### config.mk
export PLATFORM = sky130hd
export DESIGN_NAME = ifr_irq_regs
export DESIGN_NICKNAME = d
export VERILOG_FILES = /design/src/ifr_pkg.sv /design/src/ifr_irq_regs.sv /design/src/ifr_flag_reg.sv
export SDC_FILE = /design/constraint.sdc
export NUM_CORES = 1
export LEC_CHECK = 0
export ABC_CLOCK_PERIOD_IN_PS = 2850
export BUFFER_PORTS_ARGS = -buffer_cell sky130_fd_sc_hd__buf_4
export CAP_MARGIN = 20
export CORE_MARGIN = 2
export CORE_UTILIZATION = 40
export CTS_BUF_LIST = sky130_fd_sc_hd__clkbuf_2
export CTS_CLUSTER_SIZE = 14
export DETAILED_ROUTE_END_ITERATION = 8
export PLACE_DENSITY = 0.7
export SYNTH_ARGS = -nofsm -noshare
export SYNTH_HDL_FRONTEND = slang
export SYNTH_HIERARCHICAL = 1
export SYNTH_SLANG_ARGS = --single-unit
export TNS_END_PERCENT = 5
### constraint.sdc
create_clock -name clk_sys -period 2.85 [get_ports clk_sys]
set_input_delay 0.1425 -clock clk_sys [delete_from_list [all_inputs] [get_ports clk_sys]]
set_output_delay 0.1425 -clock clk_sys [all_outputs]
set_load 0.01 [all_outputs]
### src/ifr_pkg.sv
// Package for the interrupt flag and enable register block
package ifr_pkg;
  localparam int unsigned REG_W = 16;
  localparam logic [11:0] OFF_FLAG0 = 12'h000;
  localparam logic [11:0] OFF_FLAG1 = 12'h004;
  localparam logic [11:0] OFF_FLAG2 = 12'h008;
  localparam logic [11:0] OFF_EN0   = 12'h00C;
  localparam logic [11:0] OFF_MASK  = 12'h010;
  // Implemented bit masks
  localparam logic [15:0] IMPL_FLAG0 = 16'hE01E;
  localparam logic [15:0] IMPL_FLAG1 = 16'hC3FF;
  localparam logic [15:0] IMPL_FLAG2 = 16'h003F;
  localparam logic [15:0] IMPL_EN0   = 16'h7FFF;
  localparam logic [15:0] IMPL_MASK  = 16'h0007;
  localparam logic [15:0] RST_REG    = 16'h0000;
  // Event sources bit positions
  localparam int unsigned POS_PWM_GEN2   = 15;
  localparam int unsigned POS_PWM_GEN1   = 14;
  localparam int unsigned POS_ADC_P12    = 13;
  localparam int unsigned POS_ADC_P11    = 4;
  localparam int unsigned POS_ADC_P10    = 3;
  localparam int unsigned POS_ADC_P9     = 2;
  localparam int unsigned POS_ADC_P8     = 1;
  localparam int unsigned POS_ADC_P1     = 15;
  localparam int unsigned POS_ADC_P0     = 14;
  localparam int unsigned POS_CMP4       = 9;
  localparam int unsigned POS_CMP3       = 8;
  localparam int unsigned POS_CMP2       = 7;
  localparam int unsigned POS_PWM_GEN9   = 6;
  localparam int unsigned POS_PWM_GEN8   = 5;
  localparam int unsigned POS_PWM_GEN7   = 4;
  localparam int unsigned POS_PWM_GEN6   = 3;
  localparam int unsigned POS_PWM_GEN5   = 2;
  localparam int unsigned POS_PWM_GEN4   = 1;
  localparam int unsigned POS_PWM_GEN3   = 0;
  localparam int unsigned POS_ADC_P7     = 5;
  localparam int unsigned POS_ADC_P6     = 4;
  localparam int unsigned POS_ADC_P5     = 3;
  localparam int unsigned POS_ADC_P4     = 2;
  localparam int unsigned POS_ADC_P3     = 1;
  localparam int unsigned POS_ADC_P2     = 0;
  localparam int unsigned POS_DMA1_EN    = 14;
  localparam int unsigned POS_ADC1_EN    = 13;
  localparam int unsigned POS_UART1TX_EN = 12;
  localparam int unsigned POS_UART1RX_EN = 11;
  localparam int unsigned POS_SPI1EV_EN  = 10;
  localparam int unsigned POS_SPI1FL_EN  = 9;
  localparam int unsigned POS_TMR3_EN    = 8;
  localparam int unsigned POS_TMR2_EN    = 7;
  localparam int unsigned POS_OC2_EN     = 6;
  localparam int unsigned POS_IC2_EN     = 5;
  localparam int unsigned POS_DMA0_EN    = 4;
  localparam int unsigned POS_TMR1_EN    = 3;
  localparam int unsigned POS_OC1_EN     = 2;
  localparam int unsigned POS_IC1_EN     = 1;
  localparam int unsigned POS_EXT0_EN    = 0;
  localparam int unsigned POS_MASK_B0    = 0;
  localparam int unsigned POS_MASK_B1    = 1;
  localparam int unsigned POS_MASK_B2    = 2;
  typedef struct packed {
    logic [11:0] paddr;
    logic        psel;
    logic        penable;
    logic        pwrite;
    logic [31:0] pwdata;
  } ifr_apb_req_t;
  typedef struct packed {
    logic [31:0] prdata;
    logic        pready;
    logic        pslverr;
  } ifr_apb_rsp_t;
endpackage

### src/ifr_irq_regs.sv
// Interrupt flag and enable registers with APB slave
//
// Added by the designer: the APB register port and the register offsets.
`timescale 1ns/1ps
// Overview of operation
// - Flag bank 0 holds PWM generator 2 at bit 15, generator 1 at 14.
// - Flag bank 0 holds ADC pair 12 done at bit 13.
// - Flag bank 0 holds ADC pairs 11..8 at bits 4..1; others absent.
// - Flag bank 1 holds ADC pairs 1,0 at 15,14; comparators 4..2 at 9..7.
// - Flag bank 1 holds PWM generators 9..3 at bits 6..0; 13..10 absent.
// - Flag bank 2 holds ADC pairs 7..2 at bits 5..0; 15..6 absent.
// - A flag reads one after its event, zero otherwise; software reads and writes.
// - An enable of one permits its source request; zero blocks it.
// - Enables DMA1 at 14, ADC1 at 13, UART1 tx 12, rx 11; bit 15 absent.
// - Enables SPI1 event 10, SPI1 fault 9, timer3 8, timer2 7.
// - Enables timer1 3, output compare 1 2, input capture 1 1, external 0 0.
module ifr_irq_regs (
  // Clock and reset
  input  wire logic                 clk_sys,
  input  wire logic                 srst,
  // APB slave
  input  wire ifr_pkg::ifr_apb_req_t apbReq,
  output ifr_pkg::ifr_apb_rsp_t      apbRsp,
  // Events for flag banks, one-cycle pulses from same clock domain
  input  wire logic [15:0]          evFlag0,
  input  wire logic [15:0]          evFlag1,
  input  wire logic [15:0]          evFlag2,
  // Raw requests of the enable bank sources
  input  wire logic [15:0]          srcReq,
  // Gated requests to the core
  output logic      [15:0]          coreReq,
  // Combined interrupt
  output logic                      irq
);
  import ifr_pkg::*;
  logic [15:0] flag0;
  logic [15:0] flag1;
  logic [15:0] flag2;
  logic [15:0] en_q;
  logic [15:0] mask_q;
  logic [15:0] coreReq_q;
  logic        irq_q;
  logic [31:0] prdata_q;
  logic        pready_q;
  logic        pslverr_q;
  logic        setup;
  logic        wrF0;
  logic        wrF1;
  logic        wrF2;
  logic        mapped;
  logic [15:0] anyFlag;
  logic [15:0] rdVal;
  logic        hitF0;
  logic        hitF1;
  logic        hitF2;
  logic        hitEn;
  logic        hitMask;
  logic        wrEn0;
  logic        wrMask;
  logic        bankPend0;
  logic        bankPend1;
  logic        bankPend2;
  logic [15:0] rdFlag0;
  logic [15:0] rdFlag1;
  logic [15:0] rdFlag2;
  logic [15:0] rdEn;
  logic [15:0] rdMask;

  // Named fields of flag bank 0
  logic        pwmGen2Flag;
  logic        pwmGen1Flag;
  logic        adcPair12DoneFlag;
  logic        adcPair11DoneFlag;
  logic        adcPair10DoneFlag;
  logic        adcPair9DoneFlag;
  logic        adcPair8DoneFlag;
  // Named fields of flag bank 1
  logic        adcPair1DoneFlag;
  logic        adcPair0DoneFlag;
  logic        comparator4Flag;
  logic        comparator3Flag;
  logic        comparator2Flag;
  logic        pwmGen9Flag;
  logic        pwmGen8Flag;
  logic        pwmGen7Flag;
  logic        pwmGen6Flag;
  logic        pwmGen5Flag;
  logic        pwmGen4Flag;
  logic        pwmGen3Flag;
  // Named fields of flag bank 2
  logic        adcPair7DoneFlag;
  logic        adcPair6DoneFlag;
  logic        adcPair5DoneFlag;
  logic        adcPair4DoneFlag;
  logic        adcPair3DoneFlag;
  logic        adcPair2DoneFlag;
  // Named fields of the enable bank
  logic        dmaCh1DoneEn;
  logic        adc1DoneEn;
  logic        uart1TxEn;
  logic        uart1RxEn;
  logic        spi1EventEn;
  logic        spi1FaultEn;
  logic        timer3IrqEn;
  logic        timer2IrqEn;
  logic        outCmp2En;
  logic        inCap2En;
  logic        dmaCh0DoneEn;
  logic        timer1IrqEn;
  logic        outCmp1En;
  logic        inCap1En;
  logic        extIrq0En;
  // Named fields of the irq mask
  logic        maskBank0;
  logic        maskBank1;
  logic        maskBank2;

  // Access completes in the cycle after setup; prdata is registered at setup, so no wait state is added
  assign setup   = apbReq.psel & ~apbReq.penable;
  // One decode per register, shared by write strobes and the error response
  assign hitF0   = (apbReq.paddr == OFF_FLAG0);
  assign hitF1   = (apbReq.paddr == OFF_FLAG1);
  assign hitF2   = (apbReq.paddr == OFF_FLAG2);
  assign hitEn   = (apbReq.paddr == OFF_EN0);
  assign hitMask = (apbReq.paddr == OFF_MASK);
  assign wrF0    = setup & apbReq.pwrite & hitF0;
  assign wrF1    = setup & apbReq.pwrite & hitF1;
  assign wrF2    = setup & apbReq.pwrite & hitF2;
  assign wrEn0   = setup & apbReq.pwrite & hitEn;
  assign wrMask  = setup & apbReq.pwrite & hitMask;
  assign mapped  = hitF0 | hitF1 | hitF2 | hitEn | hitMask;

  // PWM 2,1 at 15,14, ADC pair 12 at 13, pairs 11..8 at 4..1
  ifr_flag_reg #(.IMPL(IMPL_FLAG0)) uFlag0 (
    .clk_sys (clk_sys),
    .srst    (srst),
    .setEv   (evFlag0),
    .wrEn    (wrF0),
    .wrData  (apbReq.pwdata[15:0]),
    .value   (flag0)
  );
  // ADC pairs 1,0 at 15,14, comparators 4..2 at 9..7, PWM 9..3 at 6..0
  ifr_flag_reg #(.IMPL(IMPL_FLAG1)) uFlag1 (
    .clk_sys (clk_sys),
    .srst    (srst),
    .setEv   (evFlag1),
    .wrEn    (wrF1),
    .wrData  (apbReq.pwdata[15:0]),
    .value   (flag1)
  );
  // ADC pairs 7..2 at 5..0
  ifr_flag_reg #(.IMPL(IMPL_FLAG2)) uFlag2 (
    .clk_sys (clk_sys),
    .srst    (srst),
    .setEv   (evFlag2),
    .wrEn    (wrF2),
    .wrData  (apbReq.pwdata[15:0]),
    .value   (flag2)
  );

  // Enable bank, bit 15 absent
  always_ff @(posedge clk_sys) begin
    if (srst) begin
      en_q <= RST_REG;
    end else if (wrEn0) begin
      en_q <= apbReq.pwdata[15:0] & IMPL_EN0;
    end
  end

  // Mask of flag banks onto irq: bit n gates flag bank n
  always_ff @(posedge clk_sys) begin
    if (srst) begin
      mask_q <= RST_REG;
    end else if (wrMask) begin
      mask_q <= apbReq.pwdata[15:0] & IMPL_MASK;
    end
  end

  // Per-source gating of enable bank sources
  genvar gi;
  generate
    for (gi = 0; gi < 16; gi++) begin : gGate
      always_ff @(posedge clk_sys) begin
        if (srst) begin
          coreReq_q[gi] <= 1'b0;
        end else begin
          coreReq_q[gi] <= srcReq[gi] & en_q[gi] & IMPL_EN0[gi];
        end
      end
    end
  endgenerate

  // The mask gates whole banks, so irq needs only one summary bit per bank
  assign bankPend0 = |flag0;
  assign bankPend1 = |flag1;
  assign bankPend2 = |flag2;
  assign anyFlag   = {13'h0000, bankPend2, bankPend1, bankPend0};
  always_ff @(posedge clk_sys) begin
    if (srst) begin
      irq_q <= 1'b0;
    end else begin
      irq_q <= |(anyFlag & mask_q);
    end
  end

  // Field views taken from the stored registers
  assign pwmGen2Flag       = flag0[POS_PWM_GEN2];
  assign pwmGen1Flag       = flag0[POS_PWM_GEN1];
  assign adcPair12DoneFlag = flag0[POS_ADC_P12];
  assign adcPair11DoneFlag = flag0[POS_ADC_P11];
  assign adcPair10DoneFlag = flag0[POS_ADC_P10];
  assign adcPair9DoneFlag  = flag0[POS_ADC_P9];
  assign adcPair8DoneFlag  = flag0[POS_ADC_P8];
  assign adcPair1DoneFlag  = flag1[POS_ADC_P1];
  assign adcPair0DoneFlag  = flag1[POS_ADC_P0];
  assign comparator4Flag   = flag1[POS_CMP4];
  assign comparator3Flag   = flag1[POS_CMP3];
  assign comparator2Flag   = flag1[POS_CMP2];
  assign pwmGen9Flag       = flag1[POS_PWM_GEN9];
  assign pwmGen8Flag       = flag1[POS_PWM_GEN8];
  assign pwmGen7Flag       = flag1[POS_PWM_GEN7];
  assign pwmGen6Flag       = flag1[POS_PWM_GEN6];
  assign pwmGen5Flag       = flag1[POS_PWM_GEN5];
  assign pwmGen4Flag       = flag1[POS_PWM_GEN4];
  assign pwmGen3Flag       = flag1[POS_PWM_GEN3];
  assign adcPair7DoneFlag  = flag2[POS_ADC_P7];
  assign adcPair6DoneFlag  = flag2[POS_ADC_P6];
  assign adcPair5DoneFlag  = flag2[POS_ADC_P5];
  assign adcPair4DoneFlag  = flag2[POS_ADC_P4];
  assign adcPair3DoneFlag  = flag2[POS_ADC_P3];
  assign adcPair2DoneFlag  = flag2[POS_ADC_P2];
  assign dmaCh1DoneEn      = en_q[POS_DMA1_EN];
  assign adc1DoneEn        = en_q[POS_ADC1_EN];
  assign uart1TxEn         = en_q[POS_UART1TX_EN];
  assign uart1RxEn         = en_q[POS_UART1RX_EN];
  assign spi1EventEn       = en_q[POS_SPI1EV_EN];
  assign spi1FaultEn       = en_q[POS_SPI1FL_EN];
  assign timer3IrqEn       = en_q[POS_TMR3_EN];
  assign timer2IrqEn       = en_q[POS_TMR2_EN];
  assign outCmp2En         = en_q[POS_OC2_EN];
  assign inCap2En          = en_q[POS_IC2_EN];
  assign dmaCh0DoneEn      = en_q[POS_DMA0_EN];
  assign timer1IrqEn       = en_q[POS_TMR1_EN];
  assign outCmp1En         = en_q[POS_OC1_EN];
  assign inCap1En          = en_q[POS_IC1_EN];
  assign extIrq0En         = en_q[POS_EXT0_EN];
  assign maskBank0         = mask_q[POS_MASK_B0];
  assign maskBank1         = mask_q[POS_MASK_B1];
  assign maskBank2         = mask_q[POS_MASK_B2];

  // Read words rebuilt from named fields only, so an absent bit cannot leak out
  always_comb begin
    rdFlag0 = 16'h0000;
    rdFlag0[POS_PWM_GEN2] = pwmGen2Flag;
    rdFlag0[POS_PWM_GEN1] = pwmGen1Flag;
    rdFlag0[POS_ADC_P12] = adcPair12DoneFlag;
    rdFlag0[POS_ADC_P11] = adcPair11DoneFlag;
    rdFlag0[POS_ADC_P10] = adcPair10DoneFlag;
    rdFlag0[POS_ADC_P9] = adcPair9DoneFlag;
    rdFlag0[POS_ADC_P8] = adcPair8DoneFlag;
  end
  always_comb begin
    rdFlag1 = 16'h0000;
    rdFlag1[POS_ADC_P1] = adcPair1DoneFlag;
    rdFlag1[POS_ADC_P0] = adcPair0DoneFlag;
    rdFlag1[POS_CMP4] = comparator4Flag;
    rdFlag1[POS_CMP3] = comparator3Flag;
    rdFlag1[POS_CMP2] = comparator2Flag;
    rdFlag1[POS_PWM_GEN9] = pwmGen9Flag;
    rdFlag1[POS_PWM_GEN8] = pwmGen8Flag;
    rdFlag1[POS_PWM_GEN7] = pwmGen7Flag;
    rdFlag1[POS_PWM_GEN6] = pwmGen6Flag;
    rdFlag1[POS_PWM_GEN5] = pwmGen5Flag;
    rdFlag1[POS_PWM_GEN4] = pwmGen4Flag;
    rdFlag1[POS_PWM_GEN3] = pwmGen3Flag;
  end
  always_comb begin
    rdFlag2 = 16'h0000;
    rdFlag2[POS_ADC_P7] = adcPair7DoneFlag;
    rdFlag2[POS_ADC_P6] = adcPair6DoneFlag;
    rdFlag2[POS_ADC_P5] = adcPair5DoneFlag;
    rdFlag2[POS_ADC_P4] = adcPair4DoneFlag;
    rdFlag2[POS_ADC_P3] = adcPair3DoneFlag;
    rdFlag2[POS_ADC_P2] = adcPair2DoneFlag;
  end
  always_comb begin
    rdEn = 16'h0000;
    rdEn[POS_DMA1_EN] = dmaCh1DoneEn;
    rdEn[POS_ADC1_EN] = adc1DoneEn;
    rdEn[POS_UART1TX_EN] = uart1TxEn;
    rdEn[POS_UART1RX_EN] = uart1RxEn;
    rdEn[POS_SPI1EV_EN] = spi1EventEn;
    rdEn[POS_SPI1FL_EN] = spi1FaultEn;
    rdEn[POS_TMR3_EN] = timer3IrqEn;
    rdEn[POS_TMR2_EN] = timer2IrqEn;
    rdEn[POS_OC2_EN] = outCmp2En;
    rdEn[POS_IC2_EN] = inCap2En;
    rdEn[POS_DMA0_EN] = dmaCh0DoneEn;
    rdEn[POS_TMR1_EN] = timer1IrqEn;
    rdEn[POS_OC1_EN] = outCmp1En;
    rdEn[POS_IC1_EN] = inCap1En;
    rdEn[POS_EXT0_EN] = extIrq0En;
  end
  always_comb begin
    rdMask = 16'h0000;
    rdMask[POS_MASK_B0] = maskBank0;
    rdMask[POS_MASK_B1] = maskBank1;
    rdMask[POS_MASK_B2] = maskBank2;
  end

  always_comb begin
    rdVal = 16'h0000;
    case (apbReq.paddr)
      OFF_FLAG0: rdVal = rdFlag0;
      OFF_FLAG1: rdVal = rdFlag1;
      OFF_FLAG2: rdVal = rdFlag2;
      OFF_EN0:   rdVal = rdEn;
      OFF_MASK:  rdVal = rdMask;
      default:   rdVal = 16'h0000;
    endcase
  end

  // Read data captured at setup so it does not shift under the access phase
  always_ff @(posedge clk_sys) begin
    if (srst) begin
      prdata_q  <= 32'h0000_0000;
      pready_q  <= 1'b0;
      pslverr_q <= 1'b0;
    end else begin
      pready_q  <= setup;
      pslverr_q <= setup & ~mapped;
      if (setup && !apbReq.pwrite) begin
        prdata_q <= {16'h0000, rdVal};
      end
    end
  end
  assign apbRsp.prdata  = prdata_q;
  assign apbRsp.pready  = pready_q;
  assign apbRsp.pslverr = pslverr_q;
  assign coreReq        = coreReq_q;
  assign irq            = irq_q;
endmodule

### src/ifr_flag_reg.sv
// One sticky flag register with hardware set and software access
`timescale 1ns/1ps
module ifr_flag_reg #(
  parameter logic [15:0] IMPL = 16'hFFFF
) (
  // Clock and reset
  input  wire logic        clk_sys,
  input  wire logic        srst,
  // Hardware events
  input  wire logic [15:0] setEv,
  // Software access
  input  wire logic        wrEn,
  input  wire logic [15:0] wrData,
  // Stored value
  output logic      [15:0] value
);
  import ifr_pkg::*;
  logic [15:0] flag_q;
  logic [15:0] flag_d;
  always_comb begin
    flag_d = flag_q;
    if (wrEn) begin
      flag_d = wrData;
    end
    // Set wins over a software write in the same cycle
    flag_d = (flag_d | setEv) & IMPL;
  end
  always_ff @(posedge clk_sys) begin
    if (srst) begin
      flag_q <= RST_REG;
    end else begin
      flag_q <= flag_d;
    end
  end
  assign value = flag_q;
endmodule

* Yosys cells after proc, flatten, opt, wreduce, memory -nomap -nowiden *
Cells that the tools add are included.

storage, ports and cells
  register bits = 90
  logic and storage cells = 74
  input bits = 113
  output and inout bits = 51

operators by class
  equality and inequality tests = 4
  mux-type cells = 4
  bitwise operators = 33
  reduce and logical (&&, ||, !) cells = 7

operators by type and width
  cell                                                                     number
  16-bit one-hot mux with 5 select lines                                   1
  16-bit OR reduction                                                      4
  16-bit 2-to-1 mux                                                        2
  16-bit bitwise OR                                                        2
  12-bit by 4-bit equality test with 1-bit output (second input constant)  2
  1-bit bitwise AND                                                        23
  12-bit by 3-bit equality test with 1-bit output (second input constant)  1
  12-bit by 5-bit equality test with 1-bit output (second input constant)  1
  12-bit zero test                                                         1
  6-bit 2-to-1 mux                                                         1
  6-bit bitwise OR                                                         1
  1-bit bitwise OR                                                         4
  3-bit bitwise AND                                                        1
  1-bit inverter                                                           2
  1-bit logical AND                                                        1
  1-bit zero test                                                          1

* Longest topological paths before layout *
Gate-level depths: netlist of the first run.

  word-level depth = 7
  depth in mapped cells = 9

* Cells and area by module *
The synthesis of the first run kept the hierarchy.

by module, submodules not included
  module                 area each (um2)  cells each  instances  seq. area each (um2)
  ifr_irq_regs           2434.8           285         1          1041.0
  ifr_flag_reg (uFlag1)  514.2            55          1          240.2
  ifr_flag_reg (uFlag0)  354.1            39          1          140.1
  ifr_flag_reg (uFlag2)  322.8            36          1          120.1

* Least setup slack after synthesis of the first run *
OpenSTA, ideal clock, no wires.

  path kind = input to register
  from = input port apbReq[35] (netlist name)
  to = register uFlag1.flag_q[0] (netlist: uFlag1/value[0])
  stages on the path = 9
  arrival time = 2254 ps
  path buffers = 4
  setup slack = 464 ps
  library setup time = 132 ps
  required time = 2718 ps
  path through = or4_4 > buf_6 > or4_1 > buf_2 > buf_6 > nor2_1 > buf_6 > mux2i_1 > a21oi_1

between the ends
  cells in the longest elaborated chain, start to end = 4

RTL lines
  item                                             RTL line             RTL
  start: declaration                               ifr_irq_regs.sv:22   input wire ifr_pkg::ifr_apb_req_t apbReq,
  12-bit by 3-bit equality test with 1-bit output  ifr_irq_regs.sv:122  assign hitF1 = (apbReq.paddr == OFF_FLAG1);
  1-bit bitwise AND                                ifr_irq_regs.sv:127  assign wrF1 = setup & apbReq.pwrite & hitF1;
  named net wrF1                                   ifr_irq_regs.sv:48   logic wrF1;
  16-bit 2-to-1 mux                                ifr_flag_reg.sv:22   if (wrEn) begin
  16-bit bitwise OR                                ifr_flag_reg.sv:26   flag_d = (flag_d | setEv) & IMPL;
  end signal: assignment                           ifr_flag_reg.sv:32   flag_q <= flag_d;
  end: declaration                                 ifr_flag_reg.sv:18   logic [15:0] flag_q;

The timed path passes the listed nets, and every way through them passes these cells.
A chain may end at the register's enable or synchronous reset.

* Worst setup path in the final report of the first run *
  from = input port apbReq[33] (netlist name)
  to = register uFlag1.flag_q[15] (netlist: uFlag1/value[15])

between the ends
  cells in the longest elaborated chain, start to end = 6

RTL lines
  item                             RTL line             RTL
  1-bit inverter                   ifr_irq_regs.sv:119  assign setup = apbReq.psel & ~apbReq.penable;
  1-bit bitwise AND                ifr_irq_regs.sv:119
  1-bit bitwise AND (2 in series)  ifr_irq_regs.sv:127
  named net wrF1                   ifr_irq_regs.sv:48
  16-bit 2-to-1 mux                ifr_flag_reg.sv:22
  16-bit bitwise OR                ifr_flag_reg.sv:26

The timed path passes the listed nets, and every way through them passes these cells.

==> impl_metrics.toml, run 1 <==
[outcome]
status = "finished, final reports clean"

[worst_setup_path]
rr_worst_depth = 3
cp.required_ns = 3.26
crit_arrival_ns = 2.98
path_max_fanout = 12
critPathKind = "in2reg"
r2r_end = "uFlag1/value[6]"
worst-r2r-setup-slack_ns = 1.55
start_kind = "primary input"
critPathCaptureType = "flop"
r2r_start = "uFlag1/value[6]"

[route]
drt_pass1_iterations = 4
avgRoutedWirePerCell_microns = 14.7
drc = 0
drt-total-wl_mm = 10.5
vias = 3517
dr.first_iter.drc_count = 230
final_antenna_net_count = 0
viasPerCell = 4.93

[die]
row_count = 34
chipHeight_microns = 99.2
core_sq_mm = 0.00876
ios = 164
initial_core_util_pct = 41.4
dieArea_sq_mm = 0.00984
die_w_microns = 99.2

[power_and_ir_drop]
switchingPower_uw = 542
swShare_pct = 26.5
leakagePower_uw = 0.00226
p_int_uw = 1500
comb_power_share_pct = 16.0
power_density_mw_per_mm2 = 386
power_frac_clock_pct = 28.7
seqPwrFrac_pct = 55.3
max-vdd-ir-drop_v = 0.000250

[clock_network]
cts_buffers = 9
clkTransAtPathRegs_ns = 0.19
cts_tree = "done"
post_cts_buffers = 0
htree_levels = 3
clk_latency_ns = 0.51
cts-root-buf = "clkbuf_2"
clkSinkCount = 77
max-clock-path-buffers = 2
cts_resized = 0

[sta]
rsz0062_at_grt = "false"
maxSlewViolCount = 0
max_freq_ghz = 0.390
period_minus_slack_ns = 2.57
whs_ns = 0.0674
finalSetupTns_ns = 0
setup_slack_ns = 0.285
hold_viol_final = 0
tightest_slew_ns = 0.908
period_share_pct = 90.0
setup_viol = 0
skew_ns = 0.0172
slew_headroom_pct = 39.0

[yosys]
async_flop_share_pct = 0
synthFlopType = "dfxtp_1"
ys_seq_area_share_pct = 42.5
synth_top_area_cell = "dfxtp_1"
synth_edf_count = 0
synth.top_cell.area_share_pct = 42.5
ys_types = 38
syn-cell-area_sq_mm = 0.00363
ys_ff_latch = 77
yosys-top-cells-count = "dfxtp_1, a21oi_1, buf_4"
yosysMostFrequentCell = "dfxtp_1"
ys.warnings.count = 6
synth_area_leaders = "dfxtp_1, buf_4, mux2i_1"
syn_inst = 415
avgSynthCellArea_sq_um = 8.74

[grt]
track_usage_pct = 21.8
grt_pass1_vias = 3574
antenna_found_initial = 0
grt_max_degree = 42
grt_pass1_wl_mm = 17.0
grt-ovfl-total = 0

[min_path]
min_from = "apbReq[38]"
holdPathStages = 3
worstHoldEndpoint = "prdata_q[14]"
holdCritPathClass = "in2reg"

[run]
maxCapViolCount = 0

[cells_and_area]
utilization_pct = 60.5
layout-drive-gt1-share_pct = 24.1
num_antenna_cells = 0
final_nets = 714
num-fill-cells = 751
syn_to_final_growth_pct = 46.3

[placement]
dp_slack_ns = 0.474
dp_hpwl_mm = 7.09
place.gp.congestion = 0.821
portBuffers = 106
==> power groups by stage <==
stage                     registers (uW)  logic, uW  clock network [uW]
after global placement              1150        213                   0
after floorplan                     1140        145                   0
after detailed placement            1150        216                   0
final                               1130        328                 586
after global routing                1140        355                 664
after CTS                           1130        315                 601
==> final cells by class <==
cell class                 instances  area [sq um]  share of cell area, %
clock buffer                      10          50.0                  0.944
multi-input combinational        285          1690                   31.8
timing repair buffer             201          1730                   32.6
inverter                          27           101                   1.91
clock inverter                     6          63.8                   1.20
tap                              108           135                   2.55
sequential                        77          1540                   29.1
==> placed cells by master (no fill, tap or decap), types with 5 or more instances in the layout <==
cell and count:
a21oi_1 45, a22oi_1 6, buf_4 114, clkbuf_2 10
conb_1 40, dfxtp_1 77, dlygate4sd3_1 87, inv_1 27
mux2i_1 31, nand2_1 35, nand2b_1 6, nand3_1 21
nor2_1 24, nor4_1 12, nor4_2 5, o21ai_0 17
o21ai_1 9
==> through the flow <==
step,instances,cell area (sq um),power [uW]
after global routing,714,5300,2150
after detailed placement,610,4310,1370
final,714,5300,2050
after global placement,610,4310,1360
after floorplan,451,3760,1290
after CTS,711,5280,2050
==> worst max-delay path, stage by stage <==
cell and delay, ns:
dlygate4sd3_1 0.53, buf_4 0.15, nand3b_1 0.25, or4_1 0.58, nor2_1 0.14, buf_4 0.27, mux2i_1 0.25, a21oi_1 0.09
dlygate4sd3_1 0.57
==> what timing repair did <==
item,in CTS,in global routing
hold buffers,85,2
hold endpoints to repair,68,5
endpoints found under the setup margin,0,0
==> state kept, by name, summed over array words and instances, names as in the netlist <==
signal,count
coreReq,15
en_q,15
irq,1
mask_q,3
prdata_q,16
pready_q,1
pslverr_q,1
uFlag0/value,7
uFlag1/value,12
uFlag2/value,6
==> metal layers <==
| layer | vias to the layer above | share of wire (%) | global-route usage (%) |
|---|---|---|---|
| met2 | 148 | 48 | 36.3 |
| met3 | 25 | 6.8 | 4.43 |
| li1 | 1720 | - | - |
| met1 | 1624 | 43 | 27.8 |
| met5 | - | 0 | 0 |
| met4 | 0 | 2.7 | 8.75 |
==> how the worst max path moves through the flow <==
stage	from	end	slack (ns)	depth (start not counted)
after floorplan	apbReq[35]	uFlag1/value[0]	0.46	9
after global placement	apbReq[35]	uFlag2/value[1]	0.49	7
after detailed placement	apbReq[35]	uFlag1/value[2]	0.47	7
after CTS	apbReq[33]	uFlag1/value[4]	0.38	9
after global routing	apbReq[33]	uFlag1/value[5]	0.22	9
final	apbReq[33]	uFlag1/value[15]	0.28	9
==> kinds of logic (layout without fill, tap and decap cells) <==
logic type	count (synthesis)	after routing	share of synthesized area, %
AOI/OAI and AO/OA	85	85	12.7
buffers and inverters	89	244	14.7
DFF	77	77	42.5
muxes	36	36	11.0
other	4	40	0.414
and+or+nand+nor	124	124	18.6
Note: power is estimated with default switching activity, not from simulation.
==> run 2, diff against run 1 <==
Settings changed: ABC_CLOCK_PERIOD_IN_PS 2850 to unset, BUFFER_PORTS_ARGS -buffer_cell sky130_fd_sc_hd__buf_4 to unset, CAP_MARGIN 20 to unset, DONT_BUFFER_PORTS set to 1, PLACE_DENSITY 0.7 to unset.
==> run 2 against run 1 <==
The flow now stops in clock tree synthesis (4_1_cts); area after synthesis unchanged; synthesized cell count did not move.
==> impl_metrics.toml, run 2 <==
[yosys]
syn_inst = 415
syn-cell-area_sq_mm = 0.00363
ys_ff_latch = 77
yosys-top-cells-count = "dfxtp_1, a21oi_1, buf_4"
avgSynthCellArea_sq_um = 8.74
synthFlopType = "dfxtp_1"
ys_types = 38
yosysMostFrequentCell = "dfxtp_1"
synth_top_area_cell = "dfxtp_1"
async_flop_share_pct = 0
synth_edf_count = 0
synth_area_leaders = "dfxtp_1, buf_4, mux2i_1"
ys_seq_area_share_pct = 42.5
ys.warnings.count = 6
synth.top_cell.area_share_pct = 42.5

[placement]
dp_slack_ns = 0.477
dp_hpwl_mm = 6.79
place_area_sq_mm = 0.00352
portBuffers = 0
place.gp.congestion = 0.860

[clock_network]
cts_buffers = 9
cts-root-buf = "clkbuf_2"
holdBufCountCts = 106
max-clock-path-buffers = 2
clkSinkCount = 77
post_cts_buffers = 0
cts_resized = 0
htree_levels = 3

[die]
die_w_microns = 99.2
ios = 164
initial_core_util_pct = 41.4
chipHeight_microns = 99.2
row_count = 34

[outcome]
stop_stage = "clock tree synthesis (4_1_cts)"
status = "aborted with a tool error"
error = "[ERROR RSZ-0060] Max buffer count reached."
## run 2: cell counts after synthesis
No cell type changed its count.
## run 2: cells by family after synthesis
| family | after synthesis | share of synthesized area, % |
|---|---|---|
| other | 4 | 0.414 |
| AND/OR/NAND/NOR | 124 | 18.6 |
| multiplexers | 36 | 11.0 |
| flip-flops | 77 | 42.5 |
| AO/OA/AOI/OAI | 85 | 12.7 |
| buffers and inverters | 89 | 14.7 |
## run 2: through the flow
stage                     utilization, %  cells
after global placement              40.2    505
after floorplan                        -    451
after detailed placement            40.2    505
==> run 3, diff against run 2 <==
Settings changed: CORE_UTILIZATION 40 to 25, CTS_BUF_LIST sky130_fd_sc_hd__clkbuf_2 to unset, CTS_CLUSTER_SIZE 14 to unset, PLACE_DENSITY_LB_ADDON set to 0.15.
==> run 3 against run 2 <==
The flow now finishes without violations.
==> impl_metrics.toml, run 3 (synthesis gave the netlist of run 1 again) <==
[grt]
track_usage_pct = 14.7
grt_pass1_vias = 2951
grt_pass1_wl_mm = 17.4
grt-ovfl-total = 0
grt_max_degree = 66
antenna_found_initial = 0

[clock_network]
cts-root-buf = "clkbuf_16"
max-clock-path-buffers = 2
cts_buffers = 9
clkSinkCount = 77
htree_levels = 3
cts_resized = 0
clkTransAtPathRegs_ns = 0.06
clk_latency_ns = 0.34
cts_tree = "done"

[placement]
place.gp.congestion = 0.764
dp_hpwl_mm = 7.91
placed_cells = 582
place_area_sq_mm = 0.00363
portBuffers = 0

[worst_setup_path]
critPathMostFrequentCell = "or4_1"
crit_arrival_ns = 2.75
rr_worst_depth = 4
path_max_fanout = 12
cp.required_ns = 3.08
slowest_delay_ns = 0.70
crit_start = "apbReq[44]"
critPathKind = "in2reg"
r2r_start = "uFlag2/value[5]"
cp_top_family = "simple AND/OR/NAND/NOR gates"
cp.depth = 7
start_kind = "primary input"
critPathCaptureType = "flop"
cp_slowest_cell = "or4_1"
crit_path_cell_trace = "or4_1 -> or4_1 -> nor2_1 -> buf_4 -> mux2i_1 -> a21oi_1 -> dlygate4sd3_1"
path_buf_inv = 2

[sta]
slew_headroom_pct = 49.9
rsz0062_at_grt = "false"
period_share_pct = 88.6
hold_viol_final = 0
finalSetupTns_ns = 0
tightest_slew_ns = 0.749
setup_viol = 0
period_minus_slack_ns = 2.52
skew_ns = 0.00583
max_freq_ghz = 0.396
maxSlewViolCount = 0

[min_path]
holdCritPathClass = "in2reg"
min_from = "apbReq[4]"
holdPathStages = 2

[route]
avgRoutedWirePerCell_microns = 17.0
final_antenna_net_count = 0
drt_pass1_iterations = 5
viasPerCell = 4.46
drc = 0
vias = 2969
dr.first_iter.drc_count = 145
drt-total-wl_mm = 11.3

[die]
dieArea_sq_mm = 0.0155
row_count = 44
ios = 164
initial_core_util_pct = 25.2
chipHeight_microns = 124
core_sq_mm = 0.0144
die_w_microns = 124

[power_and_ir_drop]
seqPwrFrac_pct = 44.7
p_int_uw = 1960
comb_power_share_pct = 8.2
leakagePower_uw = 0.00174
swShare_pct = 22.6
power_frac_clock_pct = 47.1
switchingPower_uw = 573
max-vdd-ir-drop_v = 0.000270
power_density_mw_per_mm2 = 546

[cells_and_area]
largest_reg_flops = 16
syn_to_final_growth_pct = 27.8
multi_input_area_sq_mm = 0.00169
final_common_cell = "dfxtp_1"
layout_common_cells = "dfxtp_1, dlygate4sd3_1, a21oi_1"
num-fill-cells = 1503
final_nets = 590
ff_latch_area_sq_mm = 0.00154
layout-drive-gt1-share_pct = 8.71
num_antenna_cells = 0
design_area_sq_mm = 0.00464
final_cells = 666
largest-register = "prdata_q"

[run]
maxCapViolCount = 0

[outcome]
status = "finished, final reports clean"
==> run 3: cell type report <==
type                            instances  area share [%]
Clock buffer                           12            5.75
Clock inverter                          4           0.972
Inverter                               27            2.19
Multi-Input combinational cell        285            36.4
Sequential cell                        77            33.3
Tap cell                              184            4.97
Timing Repair Buffer                   77            16.5
==> run 3: stage by stage <==
stage / util [%] / worst slack, ns / total power (uW) / hold WS, ns
after CTS: 32.3 / 0.334 / 2570 / 0.000676
after detailed placement: 25.2 / 0.514 / 1260 / 0.222
after floorplan: - / 0.464 / 1290 / 0.212
after global placement: 25.2 / 0.513 / 1260 / 0.221
after global routing: 32.3 / 0.156 / 2630 / 0.0130
final: 32.3 / 0.325 / 2530 / 0.0106
==> run 3: what timing repair did <==
action                                  CTS  global route
hold endpoints to repair                 65             0
endpoints found under the setup margin    0             0
setup buffers                             0             0
hold buffers                             68             0
==> run 3: per-layer routing <==
metal	GRT usage [%]	vias up	share of wire, %
met4	4.76	0	1.4
met3	3.99	13	6.3
met2	22.7	106	45
met1	20.0	1366	47
met5	0	-	0
li1	-	1484	-
==> run 3: worst paths after layout <==
kind                     endpoint  slack, ns
setup / recovery  uFlag1/value[9]       0.33
hold / removal    uFlag0/value[4]       0.01
setup reg to reg              irq       1.58
hold reg to reg        coreReq[8]       0.46
==> run 3: power groups by stage <==
| stage | logic [uW] | registers, uW | clock network, uW |
|---|---|---|---|
| floorplan | 145 | 1140 | 0 |
| global placement | 108 | 1160 | 0 |
| detailed placement | 109 | 1160 | 0 |
| CTS | 208 | 1130 | 1230 |
| global route | 229 | 1130 | 1270 |
| finish | 209 | 1130 | 1190 |
